### src/common/pco_pkg.sv
package pco_pkg;
  // ==========================================================
  // Register map (byte addresses)
  localparam logic [3:0] PCO_OFF_CTRL = 4'h0;  // Control fields
  localparam logic [3:0] PCO_OFF_FLAG = 4'h4;  // Interrupt output flag
  localparam logic [3:0] PCO_OFF_TRIM = 4'h8;  // Oscillator trim
  localparam logic [3:0] PCO_OFF_STAT = 4'hC;  // Status, read only
  // ==========================================================
  // Control field positions
  localparam int PCO_B_SEL_LO = 0;  // Select field low bit
  localparam int PCO_B_SEL_HI = 2;  // Select field high bit
  localparam int PCO_B_OE = 3;      // Output enable bit
  localparam int PCO_B_SY = 4;      // Synchronised switching
  localparam int PCO_B_IE = 5;      // Interrupt output enable
  localparam int PCO_B_RST = 6;     // Prescaler reset, write only
  localparam int PCO_B_FLAG = 0;    // Flag bit in flag register
  // ==========================================================
  // Select codes
  localparam logic [2:0] PCO_SEL_OSC = 3'h0;   // Raw oscillator
  localparam logic [2:0] PCO_SEL_8K = 3'h1;    // 8192 Hz
  localparam logic [2:0] PCO_SEL_1K = 3'h2;    // 1024 Hz
  localparam logic [2:0] PCO_SEL_64 = 3'h3;    // 64 Hz
  localparam logic [2:0] PCO_SEL_32 = 3'h4;    // 32 Hz
  localparam logic [2:0] PCO_SEL_1HZ = 3'h5;   // 1 Hz
  localparam logic [2:0] PCO_SEL_TMR = 3'h6;   // Timer interrupt
  localparam logic [2:0] PCO_SEL_LOW = 3'h7;   // Constant low
  // ==========================================================
  // Divider taps on the oscillator falling-edge counter
  localparam int PCO_DIV_W = 15;     // Counter width, 1 Hz at top
  localparam int PCO_TAP_8K = 1;     // 8192 Hz bit
  localparam int PCO_TAP_1K = 4;     // 1024 Hz bit
  localparam int PCO_TAP_64 = 8;     // 64 Hz bit
  localparam int PCO_TAP_32 = 9;     // 32 Hz bit
  localparam int PCO_TAP_1HZ = 14;   // 1 Hz bit
  // ==========================================================
  // Reset values and bus answers
  localparam logic [7:0] PCO_CTRL_RST = 8'h18;  // Select 000, OE 1, SY 1
  localparam logic [7:0] PCO_TRIM_RST = 8'h00;  // No trim
  localparam logic [1:0] PCO_RESP_OK = 2'h0;    // OKAY
  localparam logic [1:0] PCO_RESP_ERR = 2'h2;   // SLVERR
endpackage : pco_pkg

### src/hdl/pco_square_wave_pin.sv
`timescale 1ns/1ps
module pco_square_wave_pin (
  input wire logic aclk,
  input wire logic aresetn,
  input wire logic [3:0] s_axi_awaddr,
  input wire logic s_axi_awvalid,
  output logic s_axi_awready,
  input wire logic [31:0] s_axi_wdata,
  input wire logic [3:0] s_axi_wstrb,
  input wire logic s_axi_wvalid,
  output logic s_axi_wready,
  output logic [1:0] s_axi_bresp,
  output logic s_axi_bvalid,
  input wire logic s_axi_bready,
  input wire logic [3:0] s_axi_araddr,
  input wire logic s_axi_arvalid,
  output logic s_axi_arready,
  output logic [31:0] s_axi_rdata,
  output logic [1:0] s_axi_rresp,
  output logic s_axi_rvalid,
  input wire logic s_axi_rready,
  input wire logic osc_clk_in,
  input wire logic timer_interrupt_signal,
  input wire logic battery_supply_state,
  input wire logic irq_event,
  output logic square_wave_pin
);
  import pco_pkg::*;

  // ==========================================================
  // Input synchronisers
  logic [2:0] sy1_ff;  // First stage
  logic [2:0] sy2_ff;  // Second stage
  logic osc_s;         // Oscillator level
  logic tmr_s;         // Timer interrupt level
  logic bak_s;         // Backup power state

  // Two flops per pin input
  always_ff @(posedge aclk) begin
    if (!aresetn) begin
      sy1_ff <= 3'h0;
      sy2_ff <= 3'h0;
    end else begin
      sy1_ff <= {battery_supply_state, timer_interrupt_signal, osc_clk_in};
      sy2_ff <= sy1_ff;
    end
  end
  assign osc_s = sy2_ff[0];
  assign tmr_s = sy2_ff[1];
  assign bak_s = sy2_ff[2];

  // ==========================================================
  // Register file and bus slave
  logic [7:0] ctrl_ff, nxt_ctrl;    // Control fields
  logic flag_ff, nxt_flag;          // Interrupt output flag
  logic [7:0] trim_ff, nxt_trim;    // Oscillator trim value
  logic aw_have_ff, nxt_aw_have;    // Write address held
  logic w_have_ff, nxt_w_have;      // Write data held
  logic [3:0] awaddr_ff, nxt_awaddr;
  logic [31:0] wdata_ff, nxt_wdata;
  logic [3:0] wstrb_ff, nxt_wstrb;
  logic bvalid_ff, nxt_bvalid;
  logic [1:0] bresp_ff, nxt_bresp;
  logic rvalid_ff, nxt_rvalid;
  logic [1:0] rresp_ff, nxt_rresp;
  logic [31:0] rdata_ff, nxt_rdata;
  logic prst_ff, nxt_prst;          // Prescaler reset pulse
  logic stop_ff, nxt_stop;          // Bus transaction ended
  logic wr_do;                      // Write executes now
  logic flag_clr;                   // Software clears flag
  logic flag_set;                   // Interrupt sets flag
  logic [2:0] sel;                  // Select field
  logic gate_ff, nxt_gate;          // Output gate
  logic [2:0] app_ff, nxt_app;      // Applied select
  logic pin_ff, nxt_pin;            // Registered pin

  assign sel = ctrl_ff[PCO_B_SEL_HI:PCO_B_SEL_LO];
  assign s_axi_awready = !aw_have_ff && !bvalid_ff;
  assign s_axi_wready = !w_have_ff && !bvalid_ff;
  assign s_axi_arready = !rvalid_ff;
  assign s_axi_bvalid = bvalid_ff;
  assign s_axi_bresp = bresp_ff;
  assign s_axi_rvalid = rvalid_ff;
  assign s_axi_rresp = rresp_ff;
  assign s_axi_rdata = rdata_ff;
  assign wr_do = aw_have_ff && w_have_ff;
  assign flag_clr = wr_do && awaddr_ff == PCO_OFF_FLAG && wstrb_ff[0]
                    && !wdata_ff[PCO_B_FLAG];
  assign flag_set = irq_event && ctrl_ff[PCO_B_IE];

  // Next values of bus and register state
  always_comb begin
    nxt_ctrl = ctrl_ff;
    nxt_trim = trim_ff;
    nxt_aw_have = aw_have_ff;
    nxt_w_have = w_have_ff;
    nxt_awaddr = awaddr_ff;
    nxt_wdata = wdata_ff;
    nxt_wstrb = wstrb_ff;
    nxt_bvalid = bvalid_ff;
    nxt_bresp = bresp_ff;
    nxt_rvalid = rvalid_ff;
    nxt_rresp = rresp_ff;
    nxt_rdata = rdata_ff;
    nxt_prst = 1'b0;
    nxt_stop = stop_ff;
    // Address and data are caught in either order
    if (s_axi_awvalid && s_axi_awready) begin
      nxt_aw_have = 1'b1;
      nxt_awaddr = s_axi_awaddr;
    end
    if (s_axi_wvalid && s_axi_wready) begin
      nxt_w_have = 1'b1;
      nxt_wdata = s_axi_wdata;
      nxt_wstrb = s_axi_wstrb;
    end
    // Write once both halves are held
    if (wr_do) begin
      nxt_aw_have = 1'b0;
      nxt_w_have = 1'b0;
      nxt_bvalid = 1'b1;
      nxt_bresp = PCO_RESP_OK;
      case (awaddr_ff)
        PCO_OFF_CTRL: begin
          if (wstrb_ff[0]) begin
            nxt_ctrl = wdata_ff[7:0] & ~(8'h01 << PCO_B_RST);
            nxt_prst = wdata_ff[PCO_B_RST];
          end
        end
        PCO_OFF_FLAG: ;  // Flag handled below
        PCO_OFF_TRIM: begin
          if (wstrb_ff[0]) begin
            nxt_trim = wdata_ff[7:0];
          end
        end
        PCO_OFF_STAT: ;  // Read only, write ignored
        default: nxt_bresp = PCO_RESP_ERR;  // Unmapped
      endcase
    end
    // Response handshake marks end of transaction
    if (bvalid_ff && s_axi_bready) begin
      nxt_bvalid = 1'b0;
      nxt_stop = 1'b1;
    end else if (!gate_ff || ctrl_ff[PCO_B_OE] || flag_ff) begin
      nxt_stop = 1'b0;
    end
    // Read answer
    if (s_axi_arvalid && s_axi_arready) begin
      nxt_rvalid = 1'b1;
      nxt_rresp = PCO_RESP_OK;
      case (s_axi_araddr)
        PCO_OFF_CTRL: nxt_rdata = {24'h0, ctrl_ff};
        PCO_OFF_FLAG: nxt_rdata = {31'h0, flag_ff};
        PCO_OFF_TRIM: nxt_rdata = {24'h0, trim_ff};
        PCO_OFF_STAT: nxt_rdata = {26'h0, app_ff, pin_ff, bak_s, gate_ff};
        default: begin
          nxt_rdata = 32'h0;
          nxt_rresp = PCO_RESP_ERR;
        end
      endcase
    end else if (rvalid_ff && s_axi_rready) begin
      nxt_rvalid = 1'b0;
    end
    // Set wins over clear
    nxt_flag = flag_set ? 1'b1 : (flag_clr ? 1'b0 : flag_ff);
  end

  // Register bus and register state
  always_ff @(posedge aclk) begin
    if (!aresetn) begin
      ctrl_ff <= PCO_CTRL_RST;
      flag_ff <= 1'b0;
      trim_ff <= PCO_TRIM_RST;
      aw_have_ff <= 1'b0;
      w_have_ff <= 1'b0;
      awaddr_ff <= 4'h0;
      wdata_ff <= 32'h0;
      wstrb_ff <= 4'h0;
      bvalid_ff <= 1'b0;
      bresp_ff <= PCO_RESP_OK;
      rvalid_ff <= 1'b0;
      rresp_ff <= PCO_RESP_OK;
      rdata_ff <= 32'h0;
      prst_ff <= 1'b0;
      stop_ff <= 1'b0;
    end else begin
      ctrl_ff <= nxt_ctrl;
      flag_ff <= nxt_flag;
      trim_ff <= nxt_trim;
      aw_have_ff <= nxt_aw_have;
      w_have_ff <= nxt_w_have;
      awaddr_ff <= nxt_awaddr;
      wdata_ff <= nxt_wdata;
      wstrb_ff <= nxt_wstrb;
      bvalid_ff <= nxt_bvalid;
      bresp_ff <= nxt_bresp;
      rvalid_ff <= nxt_rvalid;
      rresp_ff <= nxt_rresp;
      rdata_ff <= nxt_rdata;
      prst_ff <= nxt_prst;
      stop_ff <= nxt_stop;
    end
  end

  // ==========================================================
  // Prescaler and source selection
  logic osc_prev_ff;                       // Oscillator last level
  logic [PCO_DIV_W-1:0] cnt_ff, nxt_cnt;   // Falling-edge counter
  logic src_prev_ff;                       // Selected source last level
  logic osc_fall;                          // Oscillator falling edge
  logic src;                               // Selected source level
  logic src_fall;                          // Source falling edge
  logic active;                            // Output requested
  logic nosync;                            // Switch without waiting

  assign osc_fall = osc_prev_ff && !osc_s;

  // Divider with trim skip at each 1 Hz wrap
  always_comb begin
    nxt_cnt = cnt_ff;
    if (prst_ff) begin
      nxt_cnt = '0;
    end else if (osc_fall) begin
      if (&cnt_ff) begin
        nxt_cnt = {{(PCO_DIV_W-8){1'b0}}, trim_ff};
      end else begin
        nxt_cnt = cnt_ff + 1'b1;
      end
    end
  end

  // Source multiplexer on the applied select
  always_comb begin
    case (app_ff)
      PCO_SEL_OSC: src = osc_s;
      PCO_SEL_8K: src = cnt_ff[PCO_TAP_8K];
      PCO_SEL_1K: src = cnt_ff[PCO_TAP_1K];
      PCO_SEL_64: src = cnt_ff[PCO_TAP_64];
      PCO_SEL_32: src = cnt_ff[PCO_TAP_32];
      PCO_SEL_1HZ: src = cnt_ff[PCO_TAP_1HZ];
      PCO_SEL_TMR: src = tmr_s && !prst_ff;
      default: src = 1'b0;
    endcase
  end
  assign src_fall = src_prev_ff && !src;

  // ==========================================================
  // Output gate
  assign active = ctrl_ff[PCO_B_OE] || flag_ff;
  assign nosync = !ctrl_ff[PCO_B_SY] || sel == PCO_SEL_TMR
                  || app_ff == PCO_SEL_TMR || app_ff == PCO_SEL_LOW;

  // Gate follows the enables at once when nosync, else opens and closes on source falling edges
  always_comb begin
    nxt_gate = gate_ff;
    nxt_app = app_ff;
    if (nosync) begin
      nxt_gate = active;
      nxt_app = sel;
    end else if (gate_ff) begin
      // Old source stops on its own falling edge
      if (src_fall && ((!active && stop_ff) || sel != app_ff)) begin
        nxt_gate = 1'b0;
      end
    end else begin
      nxt_app = sel;
      // New source starts on its falling edge
      if (active && src_fall && sel == app_ff) begin
        nxt_gate = 1'b1;
      end
    end
    // Pin level: gated source, low in backup state
    nxt_pin = gate_ff && src && !bak_s && app_ff != PCO_SEL_LOW;
  end

  // Prescaler, gate and pin registers
  always_ff @(posedge aclk) begin
    if (!aresetn) begin
      osc_prev_ff <= 1'b0;
      cnt_ff <= '0;
      src_prev_ff <= 1'b0;
      gate_ff <= 1'b0;
      app_ff <= PCO_SEL_OSC;
      pin_ff <= 1'b0;
    end else begin
      osc_prev_ff <= osc_s;
      cnt_ff <= nxt_cnt;
      src_prev_ff <= src;
      gate_ff <= nxt_gate;
      app_ff <= nxt_app;
      pin_ff <= nxt_pin;
    end
  end
  assign square_wave_pin = pin_ff;

  // ==========================================================
  // Checks
  a_backup_low: assert property (@(posedge aclk) disable iff (!aresetn)
    bak_s |=> !square_wave_pin)
    else $error("pin high in backup state");
  a_select_low: assert property (@(posedge aclk) disable iff (!aresetn)
    (app_ff == PCO_SEL_LOW || !gate_ff) |=> !square_wave_pin)
    else $error("pin high while disabled");
  a_flag_set: assert property (@(posedge aclk) disable iff (!aresetn)
    irq_event && ctrl_ff[PCO_B_IE] |=> flag_ff)
    else $error("flag not set by interrupt");
  a_flag_keep: assert property (@(posedge aclk) disable iff (!aresetn)
    flag_ff && !ctrl_ff[PCO_B_IE] && !flag_clr |=> flag_ff)
    else $error("flag lost without clear");
  a_flag_clear: assert property (@(posedge aclk) disable iff (!aresetn)
    flag_clr && !flag_set |=> !flag_ff)
    else $error("flag not cleared");
  a_sync_start: assert property (@(posedge aclk) disable iff (!aresetn)
    !nosync && !gate_ff && active && src_fall && sel == app_ff |=> gate_ff)
    else $error("gate missed falling edge");
  a_sync_hold: assert property (@(posedge aclk) disable iff (!aresetn)
    !nosync && gate_ff && !src_fall |=> gate_ff)
    else $error("gate closed off edge");
  a_nosync_follow: assert property (@(posedge aclk) disable iff (!aresetn)
    nosync ##1 $stable(ctrl_ff) && $stable(flag_ff) |-> gate_ff == $past(active))
    else $error("gate not following enables");
  a_prescale_reset: assert property (@(posedge aclk) disable iff (!aresetn)
    prst_ff |=> cnt_ff == '0)
    else $error("prescaler not cleared");
endmodule : pco_square_wave_pin

### config.mk
export PLATFORM = sky130hd
export DESIGN_NAME = pco_square_wave_pin
export DESIGN_NICKNAME = d
export VERILOG_FILES = /design/src/common/pco_pkg.sv /design/src/hdl/pco_square_wave_pin.sv
export SDC_FILE = /design/constraint.sdc
export NUM_CORES = 1
export LEC_CHECK = 0
export BUFFER_PORTS_ARGS = -buffer_cell sky130_fd_sc_hd__buf_2
export CELL_PAD_IN_SITES_DETAIL_PLACEMENT = 1
export CELL_PAD_IN_SITES_GLOBAL_PLACEMENT = 2
export CORE_UTILIZATION = 32
export DETAILED_ROUTE_END_ITERATION = 10
export PLACE_DENSITY_LB_ADDON = 0.25
export SLEW_MARGIN = 15
export SYNTH_ARGS = -nofsm -noshare
export SYNTH_HDL_FRONTEND = slang
export SYNTH_SLANG_ARGS = --single-unit
### constraint.sdc
create_clock -name aclk -period 2.7 [get_ports aclk]
set_input_delay 0.54 -clock aclk [delete_from_list [all_inputs] [get_ports aclk]]
set_output_delay 0.54 -clock aclk [all_outputs]
set_load 0.03 [all_outputs]
Word level (Yosys, flattened, before mapping). Index checks and enable logic that the tools add are counted.

Register bits after elaboration: 99. Word-level logic and storage cells: 116.

Reductions and logical operators: 56. Bitwise logic cells: 1. Mux-type cells: 17. Add/sub/neg operators: 1. Equality and inequality tests: 18.

Operators by type and width (count): 8-bit one-hot mux with 4 select lines (1); 1-bit logical AND (22); 4-bit equality test (second input constant) (4); 15-bit by 1-bit adder with 15-bit output (second input constant) (1); 3-bit equality test (second input constant) (5); 15-bit 2-to-1 mux (1); 15-bit AND reduction (1); 1-bit logical NOT (12); 1-bit 2-to-1 mux (10); 4-bit by 3-bit equality test with 1-bit output (second input constant) (2); 4-bit logical NOT (2); 4-bit OR reduction (2); 1-bit logical OR (7); 1-bit one-hot mux with 7 select lines (1); 3-bit by 2-bit equality test with 1-bit output (second input constant) (2); 3-bit 2-to-1 mux (2); 3-bit AND reduction (2); 2-bit nonzero test (3); 2-bit OR reduction (3); 2-bit 2-to-1 mux (2); 4-bit AND reduction (1); 3-bit by 1-bit equality test with 1-bit output (second input constant) (1); 3-bit equality test (1); 3-bit logical NOT (1); 4 further kinds (4).

Logic depth before layout (Yosys ltp).
Depth after elaboration: 10. Depth in mapped cells: 7. Gate-level depth less buffers: 6.

Worst setup path after synthesis. Ideal clock, no wire load.

Path kind: register to register. Start point: register bvalid_ff, in the netlist s_axi_bvalid. End point: register awaddr_ff[0]. Buffers on the path: 1. Data required time: 2.572 ns. Setup slack: 0.984 ns. Period minus slack after synthesis: 1.716 ns. Data arrival time: 1.588 ns. Stages on the path, launching flop included: 6. Cells stage by stage: dfxtp_1 -> nor2_1 -> and2_1 -> clkbuf_1 -> mux2i_1 -> nor2_1.

Longest elaborated chain between the ends: 3.

Ends and longest elaborated chain: start, declared (line pco_square_wave_pin.sv:62) `logic bvalid_ff, nxt_bvalid;`; start signal, assigned (line pco_square_wave_pin.sv:195) `bvalid_ff <= nxt_bvalid;`; 1-bit logical NOT (line pco_square_wave_pin.sv:78) `assign s_axi_awready = !aw_have_ff && !bvalid_ff;`; 1-bit logical AND (line pco_square_wave_pin.sv:78); named net s_axi_awready (line pco_square_wave_pin.sv:7) `output logic s_axi_awready,`; 1-bit logical AND (line pco_square_wave_pin.sv:108) `if (s_axi_awvalid && s_axi_awready) begin`; end signal, assigned (line pco_square_wave_pin.sv:192) `awaddr_ff <= nxt_awaddr;`; end, declared (line pco_square_wave_pin.sv:59) `logic [3:0] awaddr_ff, nxt_awaddr;`.

The timed path passes the listed nets, and every way through them passes these cells. A chain may end at the register's enable or synchronous reset.

Final worst setup path.
Start point: register cnt_ff[0]. End point: register cnt_ff[3].

Longest elaborated chain between the ends: 2.

Ends and longest elaborated chain: start, declared (line pco_square_wave_pin.sv:208) `logic [PCO_DIV_W-1:0] cnt_ff, nxt_cnt;`; start signal, assigned (line pco_square_wave_pin.sv:287) `cnt_ff <= nxt_cnt;`; 15-bit by 1-bit adder with 15-bit output / 15-bit AND reduction (equally long branches) (line pco_square_wave_pin.sv:227, pco_square_wave_pin.sv:224); 15-bit 2-to-1 mux (*) (line pco_square_wave_pin.sv:224) `if (&cnt_ff) begin`.

Mark *: on every way between the ends. The rest lies on a longest branch, timed or not.

==> results.txt <==
Fillers - 1193
Max Clk Rate - 474 MHz
CTS H-Tree Depth - 3
Post-Synth XOR/XNOR Area - 0.0292
setup TNS - 0 ns
P&R area growth vs syn - 14.2%
Final nets - 473
syn avg cell area - 8.75 µm²
Rows - 36
worst setup margin - 0.590 ns
synth unique cells - 45
crit-path cells - ha_1 -> and3_1 -> nand4_1 -> nor3_2 -> buf_4 -> a31oi_1 -> o21ai_0
Routed Antenna Nets - 0
CTS buffer count - 9
Vias - 2670
Clk Latency, worst-skew pair - 0.35 ns
Yosys reg bits - 73
sequential cell area fraction in the yosys report - 0.443
Final min period - 2.11 ns
Antenna Cells - 0
antenna violations before repair - 0
routability cong. - 0.726
final core occ - 0.382
core area - 0.00986 mm²
clk slew on worst S/H paths - 0.08 ns
share of layout cells above drive strength 1 - 0.182
fraction of registers with async set/reset - 0
Place WS - 0.588 ns
M2 GR Usage - 0.276
fin cells - 555
adder and majority gate portion of the synthesized area - 0.00380
hold_ws - 0.399 ns
TritonCTS Sinks - 73
RSZ-0062 raised after global routing - no
Synth Area in Compound Gates - 0.0880
first-pass GRT wire length - 13700 µm
multi-input logic area - 0.00166 mm²
startpoint of the worst hold path - timer_interrupt_signal
Leak - 1.53 nW
area of the mapped netlist - 0.00330 mm²
Simple-Gate Fraction of Synth Area - 0.251
type of origin of the critical path - flop
Clock Tree Root - clkbuf_8
pwr dens - 605 mW/mm²
Worst EP required - 2.97 ns
die area - 0.0107 mm²
most frequent cells in the layout - 73 x dfxtp_1, 45 x nor2_1, 43 x buf_2
Setup Skew - 0.00737 ns
CP max FO - 6
max cap viols - 0
CTS tree - built
Die Width - 104 µm
Tightest Hold Check Type - primary input to flop
number of I/O port buffers - 43
Synth Flop Type - dfxtp_1
worst setup path category - flop to flop
gr ovfl total - 0
1st-iter DRT viols - 57
largest net degree at the start of global routing - 47
largest family of logic cells by synthesized area - simple AND/OR/NAND/NOR gates
DP HPWL - 5960 µm
DR WL/cell - 14.7 µm
number of gates resized after cts - 0
reg2reg start - cnt_ff[0]
Cells after Synth - 377
post-route cell area - 0.00376 mm²
drt total wl - 8160 µm
total chip power - 2.28 mW
post-CTS setup buffer count - 0
placed cell count - 539
most common cell after layout, fill and taps aside - dfxtp_1
Slew Limit Fails - 0
Peak VDD IR - 0.201 mV
Worst Setup SP - cnt_ff[0]
Synthesis Warnings - 0
Pre-Repair DR Iteration Count - 4
met1 Resource Use GR - 0.200
period utilization - 0.781
WP data arrival - 2.38 ns
CTS Hold Bufs - 0
register area - 0.00146 mm²
DRC violations left - 0
Die H - 104 µm
Post-synth EDFFs - 0
mux contribution to synthesized area - 0.101
clk buf depth - 2
Worst Max-Slew Pin Slew - 0.718 ns
vias in the first global route - 2663
Slew headroom - 0.518
initial cell density of the core - 0.334
Final setup viols - 0
Global Route Usage Sum - 0.160
Placed Instance Area - 0.00354 mm²
gr busiest metal - met2
max incr delay on CP - 0.42 ns
final hold vios - 0
status - finished, final reports clean
Via density - 4.81
critical path capture point type - flop
Slowest-stage cell, CP - nor3_2
Ports - 97
grt met3 use - 0.0371
## sequential cells by signal (all words and copies together), names as in the netlist, 3 cells and up
name         cells
wdata_ff         8
sy1_ff           3
awaddr_ff        4
trim_ff          8
app_ff           3
sy2_ff           3
cnt_ff          15
ctrl_ff          7
s_axi_rdata      8
## synth_stat cells (3+ instances only)
cell / n / share of area
nand2_1: 42 / 0.048
xnor2_1: 8 / 0.021
a22oi_1: 5 / 0.011
clkbuf_1: 11 / 0.013
buf_1: 3 / 0.0034
and3_1: 4 / 0.0076
nor3_1: 11 / 0.017
xor2_1: 3 / 0.0080
a21oi_1: 31 / 0.047
nor4_1: 3 / 0.0057
nor2_1: 45 / 0.051
nand3_1: 12 / 0.018
dfxtp_1: 73 / 0.44
mux2_2: 8 / 0.027
buf_4: 26 / 0.059
and2_1: 12 / 0.023
mux2i_1: 22 / 0.067
nand4_1: 11 / 0.021
inv_1: 4 / 0.0046
o21ai_0: 7 / 0.011
nand2b_1: 6 / 0.011
## worst max-delay path: cells and delay by family (launching register included)
kind | cells | cell delay [ns]
compound gates | 2 | 0.21
buf+inv | 1 | 0.22
fa+ha+maj | 1 | 0.31
simple gates | 3 | 0.93
flops | 1 | 0.37
## per-layer routing
layer	vias up	part of all wire
li1	1322	-
met1	1295	0.47
met2	43	0.49
met3	10	0.029
met4	0	0.011
met5	-	0
## layout make-up
class / instances / area share
Clock buffer: 15 / 0.0522
Clock inverter: 1 / 0.00798
Inverter: 4 / 0.00399
Multi-Input combinational cell: 283 / 0.440
Sequential cell: 73 / 0.388
Tap cell: 133 / 0.0442
Timing Repair Buffer: 46 / 0.0632
## power breakdown
part	switching, mW	total [mW]	internal, mW	leakage [nW]
Sequential	0.0244	1.13	1.11	0.593
Clock	0.395	0.949	0.554	0.116
Combinational	0.142	0.199	0.0565	0.819
## worst paths after layout
check,to,slack (ns),cells after the start
min reg2reg,sy2_ff[0],0.43,1
max reg2reg,cnt_ff[3],0.59,7
max,cnt_ff[3],0.59,7
min,sy1_ff[1],0.40,2
## kinds of logic (layout without fill, tap and decap cells)
kind of cell             after synthesis  after routing
flip-flops                            73             73
adder cells (fa/ha/maj)                1              1
other                                  1             26
multiplexers                          31             31
AO/OA/AOI/OAI                         51             51
XOR/XNOR                              11             11
AND/OR/NAND/NOR                      163            163
buffers and inverters                 46             66
Note: power is estimated with default switching activity, not from simulation.
